===== config.mk =====
export PLATFORM = sky130hd
export DESIGN_NAME = bfm_engine
export DESIGN_NICKNAME = d
export VERILOG_FILES = /design/src/logic/bfm_pkg.sv /design/src/logic/bfm_engine.sv
export SDC_FILE = /design/constraint.sdc
export NUM_CORES = 1
export LEC_CHECK = 0
export BUFFER_PORTS_ARGS = -buffer_cell sky130_fd_sc_hd__buf_2
export CAP_MARGIN = 10
export CORE_UTILIZATION = 50
export DETAILED_ROUTE_END_ITERATION = 8
export GPL_TIMING_DRIVEN = 0
export PLACE_DENSITY = 0.74
export SYNTH_ARGS = -nofsm -noshare
export SYNTH_HDL_FRONTEND = slang
export SYNTH_SLANG_ARGS = --single-unit

===== constraint.sdc =====
create_clock -name aclk -period 8.6 [get_ports aclk]
set_input_delay 1.72 -clock aclk [delete_from_list [all_inputs] [get_ports aclk]]
set_output_delay 1.72 -clock aclk [all_outputs]
set_load 0.01 [all_outputs]

===== src/logic/bfm_pkg.sv =====
// Package for the block transfer engine: register map, fields, codes, types.
// Assumes a 32-bit AXI4-Lite register bus and a 16-bit display memory port.
package bfm_pkg;

  // ---------------------------------------------------------------
  // Register indices (byte address is four times the index)
  // ---------------------------------------------------------------
  localparam logic [8:0] BFM_IDX_CTRL = 9'h100;
  localparam logic [8:0] BFM_IDX_DEPTH = 9'h101;
  localparam logic [8:0] BFM_IDX_ROP = 9'h102;
  localparam logic [8:0] BFM_IDX_OPSEL = 9'h103;
  localparam logic [8:0] BFM_IDX_SRC0 = 9'h104;
  localparam logic [8:0] BFM_IDX_SRC1 = 9'h105;
  localparam logic [8:0] BFM_IDX_SRC2 = 9'h106;
  localparam logic [8:0] BFM_IDX_DST0 = 9'h108;
  localparam logic [8:0] BFM_IDX_DST1 = 9'h109;
  localparam logic [8:0] BFM_IDX_DST2 = 9'h10a;
  localparam logic [8:0] BFM_IDX_STR0 = 9'h10c;
  localparam logic [8:0] BFM_IDX_STR1 = 9'h10d;
  localparam logic [8:0] BFM_IDX_WID0 = 9'h110;
  localparam logic [8:0] BFM_IDX_WID1 = 9'h111;
  localparam logic [8:0] BFM_IDX_HGT0 = 9'h112;
  localparam logic [8:0] BFM_IDX_HGT1 = 9'h113;
  localparam logic [8:0] BFM_IDX_FG0 = 9'h118;
  localparam logic [8:0] BFM_IDX_FG1 = 9'h119;
  localparam logic [8:0] BFM_IDX_DATA = 9'h120;

  // ---------------------------------------------------------------
  // Fields and codes
  // ---------------------------------------------------------------
  localparam int BFM_CTRL_RUN_BIT = 7;
  localparam int BFM_CTRL_FULL_BIT = 4;
  localparam int BFM_CTRL_DLIN_BIT = 1;
  localparam int BFM_CTRL_SLIN_BIT = 0;
  localparam int BFM_DEPTH16_BIT = 0;
  localparam logic [7:0] BFM_CTRL_START = 8'h80;
  localparam logic [7:0] BFM_DEPTH_16 = 8'h01;
  localparam logic [7:0] BFM_OP_MOVE_FWD = 8'h02;
  localparam logic [7:0] BFM_OP_MOVE_BWD = 8'h03;
  localparam logic [7:0] BFM_OP_EXPAND = 8'h08;
  localparam logic [7:0] BFM_OP_EXPAND_TR = 8'h09;
  localparam logic [7:0] BFM_OP_FILL = 8'h0c;
  localparam logic [7:0] BFM_ROP_SRC = 8'h0c;
  localparam logic [7:0] BFM_REG_RESET = 8'h00;
  localparam logic [3:0] BFM_BIT_HIGH_START = 4'h8;
  localparam logic [3:0] BFM_BIT_LAST = 4'hf;
  localparam logic [23:0] BFM_PIX8 = 24'h000001;
  localparam logic [23:0] BFM_PIX16 = 24'h000002;
  localparam logic [1:0] BFM_RESP_OKAY = 2'h0;
  localparam logic [1:0] BFM_RESP_SLVERR = 2'h2;

  // ---------------------------------------------------------------
  // Types
  // ---------------------------------------------------------------
  typedef enum logic [7:0] {
    BFM_S_IDLE = 8'h01,
    BFM_S_FETCH = 8'h02,
    BFM_S_RD_S = 8'h04,
    BFM_S_WT_S = 8'h08,
    BFM_S_RD_D = 8'h10,
    BFM_S_WT_D = 8'h20,
    BFM_S_WR = 8'h40,
    BFM_S_STEP = 8'h80
  } bfm_state_t;

  typedef struct packed {
    logic we;
    logic [23:0] addr;
    logic [15:0] wdata;
    logic [1:0] be;
  } bfm_mem_req_t;

endpackage


===== src/logic/bfm_engine.sv =====
// Block transfer engine: fill, forward/backward move with raster operation,
// colour expansion with transparency, AXI4-Lite register slave.
// Assumes a display memory port that accepts on valid and ready and returns
// read data later with a one-cycle rvalid, in request order.
//
// Contract
// - In transparent expansion, one bits write foreground, zero bits write nothing.
// - Operation code 09h selects transparent expansion, distinct from 08h.
// - Transparent expansion never uses any background colour.
// - Code 0Ch fills the destination rectangle with foreground; no source reads.
// - Foreground is two bytes at 118h/119h, used directly at 16-bit depth.
// - Width at 110h and height at 112h are 16-bit counts minus one.
// - Destination start address is three bytes at 108h to 10Ah.
// - Source start address is three bytes at 104h to 106h.
// - Stride at 10Ch/10Dh is line pitch in words, steps between lines.
// - Writing 01h to 101h selects 16-bit pixels of two bytes.
// - Pixel is one byte at 8-bit depth, two bytes otherwise.
// - Code 02h moves forward from upper-left corners through the raster operation.
// - Code 03h moves backward from lower-right corners toward lower addresses.
// - Raster operation code at 102h; 0Ch copies source to destination.
// - Source and destination each select linear or rectangular addressing.
// - Both linear selects zero means rectangular addressing for both.
// - Writing 80h to 100h starts the programmed operation.
// - Forward move takes addresses as upper-left corners.
// - Expansion takes low byte then high byte, each from bit 7 down.
// - Source address bit 0 picks low or high byte start of first word.
// - Control bit 7 reads one while the operation runs.
// - Control bit 4 reads one while the data word holder is full.
`timescale 1ns/1ns
module bfm_engine #(
  parameter int AW = 12
) (
  // Clock and reset
  input wire logic aclk,
  input wire logic aresetn,
  // AXI4-Lite write address
  input wire logic [AW-1:0] s_axi_awaddr,
  input wire logic s_axi_awvalid,
  output logic s_axi_awready,
  // AXI4-Lite write data
  input wire logic [31:0] s_axi_wdata,
  input wire logic [3:0] s_axi_wstrb,
  input wire logic s_axi_wvalid,
  output logic s_axi_wready,
  // AXI4-Lite write response
  output logic [1:0] s_axi_bresp,
  output logic s_axi_bvalid,
  input wire logic s_axi_bready,
  // AXI4-Lite read address
  input wire logic [AW-1:0] s_axi_araddr,
  input wire logic s_axi_arvalid,
  output logic s_axi_arready,
  // AXI4-Lite read data
  output logic [31:0] s_axi_rdata,
  output logic [1:0] s_axi_rresp,
  output logic s_axi_rvalid,
  input wire logic s_axi_rready,
  // Display memory port
  output logic mem_valid,
  output bfm_pkg::bfm_mem_req_t mem_req,
  input wire logic mem_ready,
  input wire logic mem_rvalid,
  input wire logic [15:0] mem_rdata
);
  import bfm_pkg::*;

  // ---------------------------------------------------------------
  // Functions
  // ---------------------------------------------------------------
  function automatic logic [15:0] rop_apply(input logic [7:0] code, input logic [15:0] s,
                                            input logic [15:0] d);
    logic [15:0] r;
    r = 16'h0000;
    for (int i = 0; i < 16; i++) begin
      r[i] = code[{s[i], d[i]}];
    end
    return r;
  endfunction

  function automatic logic [23:0] addr_step(input logic [23:0] a, input logic down,
                                            input logic [23:0] amt);
    return down ? a - amt : a + amt;
  endfunction

  function automatic logic [8:0] reg_index(input logic [AW-1:0] a);
    return a[10:2];
  endfunction

  // ---------------------------------------------------------------
  // Registers
  // ---------------------------------------------------------------
  logic [1:0] lin_r;
  logic [7:0] depth_r, rop_r, opsel_r;
  logic [23:0] src_r, dst_r;
  logic [15:0] stride_r, wid_r, hgt_r, fg_r;
  logic [15:0] buf_r;
  logic buf_full_r;
  logic running_r;
  bfm_state_t state_r;

  // ---------------------------------------------------------------
  // AXI write path
  // ---------------------------------------------------------------
  logic aw_held_r, w_held_r;
  logic [AW-1:0] awaddr_r;
  logic [31:0] wdata_r;
  logic [3:0] wstrb_r;
  logic do_write;
  logic [8:0] widx;
  logic wr_lane0;
  logic w_mapped;
  logic start_pulse;
  logic buf_take;

  assign s_axi_awready = !aw_held_r && !s_axi_bvalid;
  assign s_axi_wready = !w_held_r && !s_axi_bvalid;
  assign do_write = aw_held_r && w_held_r && !s_axi_bvalid;
  assign widx = reg_index(awaddr_r);
  assign wr_lane0 = do_write && wstrb_r[0];

  always_comb begin
    case (widx)
      BFM_IDX_CTRL, BFM_IDX_DEPTH, BFM_IDX_ROP, BFM_IDX_OPSEL, BFM_IDX_SRC0, BFM_IDX_SRC1,
      BFM_IDX_SRC2, BFM_IDX_DST0, BFM_IDX_DST1, BFM_IDX_DST2, BFM_IDX_STR0, BFM_IDX_STR1,
      BFM_IDX_WID0, BFM_IDX_WID1, BFM_IDX_HGT0, BFM_IDX_HGT1, BFM_IDX_FG0, BFM_IDX_FG1,
      BFM_IDX_DATA: w_mapped = (awaddr_r[AW-1:11] == '0);
      default: w_mapped = 1'b0;
    endcase
  end

  always_ff @(posedge aclk) begin
    if (!aresetn) begin
      aw_held_r <= 1'b0;
      w_held_r <= 1'b0;
      awaddr_r <= '0;
      wdata_r <= 32'h00000000;
      wstrb_r <= 4'h0;
      s_axi_bvalid <= 1'b0;
      s_axi_bresp <= BFM_RESP_OKAY;
    end else begin
      if (s_axi_awvalid && s_axi_awready) begin
        aw_held_r <= 1'b1;
        awaddr_r <= s_axi_awaddr;
      end
      if (s_axi_wvalid && s_axi_wready) begin
        w_held_r <= 1'b1;
        wdata_r <= s_axi_wdata;
        wstrb_r <= s_axi_wstrb;
      end
      if (do_write) begin
        aw_held_r <= 1'b0;
        w_held_r <= 1'b0;
        s_axi_bvalid <= 1'b1;
        s_axi_bresp <= w_mapped ? BFM_RESP_OKAY : BFM_RESP_SLVERR;
      end else if (s_axi_bvalid && s_axi_bready) begin
        s_axi_bvalid <= 1'b0;
      end
    end
  end

  // Start only from idle
  assign start_pulse = wr_lane0 && w_mapped && widx == BFM_IDX_CTRL &&
                       wdata_r[BFM_CTRL_RUN_BIT] && !running_r;

  // ---------------------------------------------------------------
  // Configuration registers
  // ---------------------------------------------------------------
  always_ff @(posedge aclk) begin
    if (!aresetn) begin
      lin_r <= 2'b00;
      depth_r <= BFM_REG_RESET;
      rop_r <= BFM_REG_RESET;
      opsel_r <= BFM_REG_RESET;
      src_r <= 24'h000000;
      dst_r <= 24'h000000;
      stride_r <= 16'h0000;
      wid_r <= 16'h0000;
      hgt_r <= 16'h0000;
      fg_r <= 16'h0000;
    end else if (wr_lane0 && w_mapped) begin
      case (widx)
        BFM_IDX_CTRL: lin_r <= {wdata_r[BFM_CTRL_DLIN_BIT], wdata_r[BFM_CTRL_SLIN_BIT]};
        BFM_IDX_DEPTH: depth_r <= wdata_r[7:0];
        BFM_IDX_ROP: rop_r <= wdata_r[7:0];
        BFM_IDX_OPSEL: opsel_r <= wdata_r[7:0];
        BFM_IDX_SRC0: src_r[7:0] <= wdata_r[7:0];
        BFM_IDX_SRC1: src_r[15:8] <= wdata_r[7:0];
        BFM_IDX_SRC2: src_r[23:16] <= wdata_r[7:0];
        BFM_IDX_DST0: dst_r[7:0] <= wdata_r[7:0];
        BFM_IDX_DST1: dst_r[15:8] <= wdata_r[7:0];
        BFM_IDX_DST2: dst_r[23:16] <= wdata_r[7:0];
        BFM_IDX_STR0: stride_r[7:0] <= wdata_r[7:0];
        BFM_IDX_STR1: stride_r[15:8] <= wdata_r[7:0];
        BFM_IDX_WID0: wid_r[7:0] <= wdata_r[7:0];
        BFM_IDX_WID1: wid_r[15:8] <= wdata_r[7:0];
        BFM_IDX_HGT0: hgt_r[7:0] <= wdata_r[7:0];
        BFM_IDX_HGT1: hgt_r[15:8] <= wdata_r[7:0];
        BFM_IDX_FG0: fg_r[7:0] <= wdata_r[7:0];
        BFM_IDX_FG1: fg_r[15:8] <= wdata_r[7:0];
        default: lin_r <= lin_r;
      endcase
    end
  end

  // ---------------------------------------------------------------
  // Host source word holder
  // ---------------------------------------------------------------
  always_ff @(posedge aclk) begin
    if (!aresetn) begin
      buf_r <= 16'h0000;
      buf_full_r <= 1'b0;
    end else begin
      if (do_write && w_mapped && widx == BFM_IDX_DATA && !buf_full_r && running_r) begin
        buf_r <= wdata_r[15:0];
        buf_full_r <= 1'b1;
      end else if (buf_take) begin
        buf_full_r <= 1'b0;
      end
    end
  end

  // ---------------------------------------------------------------
  // AXI read path
  // ---------------------------------------------------------------
  logic [8:0] ridx;
  logic [7:0] rbyte;
  logic r_ok;

  assign s_axi_arready = !s_axi_rvalid;
  assign ridx = reg_index(s_axi_araddr);

  always_comb begin
    rbyte = 8'h00;
    r_ok = (s_axi_araddr[AW-1:11] == '0);
    case (ridx)
      BFM_IDX_CTRL: begin
        rbyte[BFM_CTRL_RUN_BIT] = running_r;
        rbyte[BFM_CTRL_FULL_BIT] = buf_full_r;
        rbyte[BFM_CTRL_DLIN_BIT] = lin_r[1];
        rbyte[BFM_CTRL_SLIN_BIT] = lin_r[0];
      end
      BFM_IDX_DEPTH: rbyte = depth_r;
      BFM_IDX_ROP: rbyte = rop_r;
      BFM_IDX_OPSEL: rbyte = opsel_r;
      BFM_IDX_SRC0: rbyte = src_r[7:0];
      BFM_IDX_SRC1: rbyte = src_r[15:8];
      BFM_IDX_SRC2: rbyte = src_r[23:16];
      BFM_IDX_DST0: rbyte = dst_r[7:0];
      BFM_IDX_DST1: rbyte = dst_r[15:8];
      BFM_IDX_DST2: rbyte = dst_r[23:16];
      BFM_IDX_STR0: rbyte = stride_r[7:0];
      BFM_IDX_STR1: rbyte = stride_r[15:8];
      BFM_IDX_WID0: rbyte = wid_r[7:0];
      BFM_IDX_WID1: rbyte = wid_r[15:8];
      BFM_IDX_HGT0: rbyte = hgt_r[7:0];
      BFM_IDX_HGT1: rbyte = hgt_r[15:8];
      BFM_IDX_FG0: rbyte = fg_r[7:0];
      BFM_IDX_FG1: rbyte = fg_r[15:8];
      BFM_IDX_DATA: rbyte = 8'h00;
      default: r_ok = 1'b0;
    endcase
  end

  always_ff @(posedge aclk) begin
    if (!aresetn) begin
      s_axi_rvalid <= 1'b0;
      s_axi_rdata <= 32'h00000000;
      s_axi_rresp <= BFM_RESP_OKAY;
    end else if (s_axi_arvalid && s_axi_arready) begin
      s_axi_rvalid <= 1'b1;
      s_axi_rdata <= {24'h000000, rbyte};
      s_axi_rresp <= r_ok ? BFM_RESP_OKAY : BFM_RESP_SLVERR;
    end else if (s_axi_rvalid && s_axi_rready) begin
      s_axi_rvalid <= 1'b0;
    end
  end

  // ---------------------------------------------------------------
  // Walk state
  // ---------------------------------------------------------------
  logic [23:0] scur_r, sline_r, dcur_r, dline_r;
  logic [15:0] x_r, y_r, sdat_r, res_r, word_r;
  logic [3:0] bitpos_r;
  logic is_fill, is_move, is_exp, down, wide;
  logic [23:0] pix_b, stride_b;
  logic [3:0] bit_first;
  logic cur_bit;
  logic last_x, last_y;
  logic [15:0] rd_pix;

  assign is_fill = opsel_r == BFM_OP_FILL;
  assign is_move = opsel_r == BFM_OP_MOVE_FWD || opsel_r == BFM_OP_MOVE_BWD;
  assign is_exp = opsel_r == BFM_OP_EXPAND_TR;
  assign down = opsel_r == BFM_OP_MOVE_BWD;
  assign wide = depth_r[BFM_DEPTH16_BIT];
  assign pix_b = wide ? BFM_PIX16 : BFM_PIX8;
  assign stride_b = {7'h00, stride_r, 1'b0};
  assign bit_first = src_r[0] ? BFM_BIT_HIGH_START : 4'h0;
  // Low byte bits 7..0, then high byte bits 15..8
  assign cur_bit = word_r[bitpos_r[3] ? 4'd15 - {1'b0, bitpos_r[2:0]}
                                      : 4'd7 - {1'b0, bitpos_r[2:0]}];
  assign last_x = x_r == wid_r;
  assign last_y = y_r == hgt_r;
  assign buf_take = state_r == BFM_S_FETCH && buf_full_r;
  assign rd_pix = wide ? mem_rdata : {8'h00, mem_req.addr[0] ? mem_rdata[15:8]
                                                            : mem_rdata[7:0]};

  // Memory request from held addresses and result
  always_comb begin
    mem_req.we = state_r == BFM_S_WR;
    mem_req.addr = (state_r == BFM_S_RD_S || state_r == BFM_S_WT_S) ? scur_r : dcur_r;
    mem_req.wdata = wide ? res_r : {res_r[7:0], res_r[7:0]};
    if (wide) begin
      mem_req.be = 2'b11;
    end else begin
      mem_req.be = mem_req.addr[0] ? 2'b10 : 2'b01;
    end
  end
  // Zero bits in expansion raise no request at all
  assign mem_valid = state_r == BFM_S_RD_S || state_r == BFM_S_RD_D ||
                     (state_r == BFM_S_WR && !(is_exp && !cur_bit));

  // ---------------------------------------------------------------
  // Engine state machine
  // ---------------------------------------------------------------
  always_ff @(posedge aclk) begin
    if (!aresetn) begin
      state_r <= BFM_S_IDLE;
      running_r <= 1'b0;
      scur_r <= 24'h000000;
      sline_r <= 24'h000000;
      dcur_r <= 24'h000000;
      dline_r <= 24'h000000;
      x_r <= 16'h0000;
      y_r <= 16'h0000;
      sdat_r <= 16'h0000;
      res_r <= 16'h0000;
      word_r <= 16'h0000;
      bitpos_r <= 4'h0;
    end else begin
      case (state_r)
        BFM_S_IDLE: begin
          if (start_pulse && (is_fill || is_move || is_exp)) begin
            running_r <= 1'b1;
            scur_r <= src_r;
            sline_r <= src_r;
            dcur_r <= dst_r;
            dline_r <= dst_r;
            x_r <= 16'h0000;
            y_r <= 16'h0000;
            bitpos_r <= bit_first;
            res_r <= fg_r;
            if (is_fill) begin
              state_r <= BFM_S_WR;
            end else if (is_move) begin
              state_r <= BFM_S_RD_S;
            end else begin
              state_r <= BFM_S_FETCH;
            end
          end
        end
        BFM_S_FETCH: begin
          if (buf_full_r) begin
            word_r <= buf_r;
            state_r <= BFM_S_WR;
          end
        end
        BFM_S_RD_S: begin
          if (mem_ready) begin
            state_r <= BFM_S_WT_S;
          end
        end
        BFM_S_WT_S: begin
          if (mem_rvalid) begin
            sdat_r <= rd_pix;
            state_r <= BFM_S_RD_D;
          end
        end
        BFM_S_RD_D: begin
          if (mem_ready) begin
            state_r <= BFM_S_WT_D;
          end
        end
        BFM_S_WT_D: begin
          if (mem_rvalid) begin
            res_r <= rop_apply(rop_r, sdat_r, rd_pix);
            state_r <= BFM_S_WR;
          end
        end
        BFM_S_WR: begin
          // Zero bits in expansion skip the write, no background used
          if (is_exp && !cur_bit) begin
            state_r <= BFM_S_STEP;
          end else if (mem_ready) begin
            state_r <= BFM_S_STEP;
          end
        end
        BFM_S_STEP: begin
          if (last_x && last_y) begin
            running_r <= 1'b0;
            state_r <= BFM_S_IDLE;
          end else begin
            if (last_x) begin
              x_r <= 16'h0000;
              y_r <= y_r + 16'h0001;
              // Linear continues after the last pixel; rectangular adds the stride
              if (lin_r[1]) begin
                dcur_r <= addr_step(dcur_r, down, pix_b);
                dline_r <= addr_step(dcur_r, down, pix_b);
              end else begin
                dcur_r <= addr_step(dline_r, down, stride_b);
                dline_r <= addr_step(dline_r, down, stride_b);
              end
              if (lin_r[0]) begin
                scur_r <= addr_step(scur_r, down, pix_b);
                sline_r <= addr_step(scur_r, down, pix_b);
              end else begin
                scur_r <= addr_step(sline_r, down, stride_b);
                sline_r <= addr_step(sline_r, down, stride_b);
              end
            end else begin
              x_r <= x_r + 16'h0001;
              dcur_r <= addr_step(dcur_r, down, pix_b);
              scur_r <= addr_step(scur_r, down, pix_b);
            end
            if (is_exp) begin
              if (last_x) begin
                bitpos_r <= bit_first;
                state_r <= BFM_S_FETCH;
              end else if (bitpos_r == BFM_BIT_LAST) begin
                bitpos_r <= 4'h0;
                state_r <= BFM_S_FETCH;
              end else begin
                bitpos_r <= bitpos_r + 4'h1;
                state_r <= BFM_S_WR;
              end
            end else if (is_move) begin
              state_r <= BFM_S_RD_S;
            end else begin
              state_r <= BFM_S_WR;
            end
          end
        end
        default: state_r <= BFM_S_IDLE;
      endcase
    end
  end

endmodule


==> reports/results.tsv <==
stage	metric	value	unit
routing	drc	0	
timing	whs	0.455	ns
critical_path	reg2reg_depth	19	
routing	ant_nets	0	
floorplanning	io_pins	170	
hold_path	hold_end	word_r[3]$_SDFFE_PN0P_	
timing	worst_slack	1.24	ns
routing	wirelength	93800	um
timing	setup_viol	0	
critical_path	rrSetupSlack	1.24	ns
floorplanning	die_x	217	um
synthesis	async_flop_share	0	%
timing	maxSlewHeadroom	15.7	%
global_routing	grt_pass1_wl	138000	um
floorplanning	start_util	50.9	%
critical_path	start_kind	flop	
global_routing	top_usage_layer	met2	
timing	worst_pin_slew	1.26	ns
synthesis	synth_warnings	0	
cts	cts-hold-fix-buffers	0	
timing	rsz0062_at_grt	false	
finish	fillers	4187	
timing	period_minus_slack	7.36	ns
synthesis	yosysUniqueCellTypes	92	
timing	hold_viol	0	
power_and_ir_drop	p_per_area	227	nW/um^2
global_routing	first_global_vias	22343	
critical_path	critPathRequiredTime	9.09	ns
synthesis	yosys.area_share.adder	4.75	%
cts	postCtsSetupBuffers	0	
synthesis	synth_compound_area_share	17.5	%
synthesis	synth_area	23200	sq um
critical_path	worstPathArrival	7.85	ns
finish	regArea	7710	sq um
floorplanning	num_rows	78	
hold_path	min_from	buf_r[3]$_SDFFE_PN0P_	
floorplanning	die_h	217	um
global_routing	grtUsageMet1	48.2	%
synthesis	synth.area.mux_share	11.8	%
finish	layout_commonest_cell	nor2_1	
critical_path	reg2reg_to	dcur_r[22]$_SDFFE_PN0P_	
cts	clk_path_buf_depth	3	
cts	cts_sinks	385	
global_routing	use_met2	63.4	%
placement	io_buffers	120	
hold_path	holdPathStages	2	
power_and_ir_drop	p_leak	0.00987	uW
global_routing	grt_use_total	39.2	%
critical_path	worstSetupPathType	flop to flop	
power_and_ir_drop	peakVddDrop	165	uV
global_routing	gr-total-overflow	0	
synthesis	synth_top_family_by_area	simple AND/OR/NAND/NOR gates	
routing	num_vias	23485	
finish	fin_util	57.5	%
synthesis	postSynthAreaPerCell	8.12	sq um
synthesis	synth-xor-area-share	7.09	%
hold_path	hold_class	flop to flop	
finish	final_cell_mix	nor2_1 (478), dfxtp_1 (385), nand2_1 (330)	
cts	clkTransAtPathRegs	0.07	ns
critical_path	critPathCaptureType	flop	
routing	wl_per_cell	25.5	um
placement	place_ws	1.48	ns
cts	post_cts_resized	0	
global_routing	grt_max_degree	47	
synthesis	netlist_instances	2858	
synthesis	seq_area_frac_synth	33.2	%
timing	fin_skew	0.0363	ns
placement	hpwl	71100	um
synthesis	ys_ff_latch	385	
synthesis	synthSimpleGateAreaFrac	21.1	%
synthesis	synth_edf_count	0	
cts	clockRootBuffer	clkbuf_16	
timing	fmax	0.136	GHz
cts	cts_htree_levels	2	
floorplanning	design.core.area	45600	sq um
timing	finalMaxSlewViolations	0	
finish	layout.nets	3208	
cts	tritoncts	yes	
floorplanning	die_area	47300	sq um
finish	area_growth	12.9	%
cts	insertion_delay	0.62	ns
global_routing	antenna_found_initial	0	
run	drv_cap	0	
cts	cts_buffers	43	
timing	fin_crit_sh	85.6	%
finish	multi_input_area	14600	sq um
critical_path	regToRegStartpoint	opsel_r[7]$_SDFFE_PN0P_	
outcome	outcome	complete, no violations	
placement	gp_congestion	1.04	
finish	post_route_cells_drive_above_1_share	10.7	%
global_routing	grt_use_met3	7.18	%
power_and_ir_drop	total_power	5950	uW
timing	fin_setup_tns	0	ns
routing	drt_first_pass_iters	8	
routing	detail_route.iter0.violations	3043	
critical_path	crit_fanout	46	
routing	vias_per_cell	6.37	
synthesis	synth_ff_type	dfxtp_1	
how the worst max path moves through the flow:
stage | slack [ns] | to | startpoint
3_5_place_dp | 1.48 | dcur_r[22]$_SDFFE_PN0P_ | opsel_r[7]$_SDFFE_PN0P_
5_1_grt | 0.95 | dcur_r[22]$_SDFFE_PN0P_ | opsel_r[7]$_SDFFE_PN0P_
6_report | 1.24 | dcur_r[22]$_SDFFE_PN0P_ | opsel_r[7]$_SDFFE_PN0P_
3_3_place_gp | 1.58 | dcur_r[22]$_SDFFE_PN0P_ | opsel_r[7]$_SDFFE_PN0P_
2_1_floorplan | 3.84 | dline_r[21]$_SDFFE_PN0P_ | opsel_r[7]$_SDFFE_PN0P_
4_1_cts | 1.42 | dcur_r[22]$_SDFFE_PN0P_ | opsel_r[7]$_SDFFE_PN0P_
Yosys cell counts (20+ instances only):
master    instances  area share (%)
xnor2_1         102             3.8
mux2_2           33             1.6
clkbuf_1        142             2.3
a211oi_1         33             1.1
dfxtp_1         385              33
o21ai_0          93             2.0
mux4_2           21             2.0
buf_4            36             1.2
ha_1             68             3.7
nand2b_1         24            0.65
nand2_1         330             5.3
inv_1            50            0.81
nor2_1          478             7.7
a311oi_1         38             1.4
nand4_1          22            0.59
mux2i_1         189             8.1
a31oi_1          21            0.57
nor3_1           57             1.2
a21oi_1         215             4.6
nand3_1          53             1.1
a221oi_1         23            0.87
and3_1           20            0.54
a21o_1           24            0.78
xor2_1           60             2.3
power by group:
group / switching (uW) / internal [uW] / total, uW
Sequential: 140 / 1930 / 2070
Combinational: 1180 / 706 / 1890
Clock: 826 / 1170 / 2000
Total: 2150 / 3800 / 5950
layout make-up:
type                    instances  area share (%)
well taps                     600            2.86
flip-flops and latches        385            29.4
plain buffers                 196            3.33
repair buffers                123            2.38
inverters                      52           0.745
multi-input cells            2250            55.5
diodes                          1         0.00955
clock buffers                  59            4.76
clock inverters                20           0.969
cell families after synthesis:
logic type	after synthesis
other	1
muxes	243
buffers and inverters	248
AOI/OAI and AO/OA	614
and+or+nand+nor	1105
xor gates and xnor gates	173
DFF	385
adders and majority gates	89
flip-flops by register name, indices dropped and copies added, names as in the netlist, 10 cells and up:
| register | count |
|---|---|
| stride_r | 16 |
| dcur_r | 24 |
| buf_r | 16 |
| dst_r | 24 |
| src_r | 24 |
| fg_r | 16 |
| y_r | 16 |
| word_r | 16 |
| dline_r | 24 |
| awaddr_r | 10 |
| wid_r | 16 |
| x_r | 16 |
| wdata_r | 16 |
| scur_r | 24 |
| res_r | 16 |
| sline_r | 24 |
| sdat_r | 16 |
| hgt_r | 16 |
metal layers:
metal  wire (um)  vias to the layer above
met3        9610                      372
met1       35700                    11143
li1            -                    10517
met4        6370                        0
met5           0                        -
met2       42100                     1453
stage by stage:
stage,area [sq um],instances
after detailed placement,24700,3606
final,26200,3686
after global placement,24700,3603
after global routing,26200,3685
after floorplan,23300,2883
after CTS,26200,3685
critical path, cell delays in order (launching register included):
cell	delay [ns]
dfxtp_1	0.36
nor4_4	0.83
nand2_2	0.39
inv_2	0.90
ha_1	0.46
nor2b_1	0.18
o21ai_0	0.27
a21boi_0	0.18
o21a_1	0.22
o21ai_0	0.46
a211oi_1	0.27
o31ai_1	0.64
a21oi_1	0.22
a2111oi_0	0.85
o21ai_0	0.25
xor2_1	0.21
a21oi_1	0.16
nor2_1	0.06
a21oi_1	0.20
nor3_1	0.09
Power figures use the tool's default switching activity.
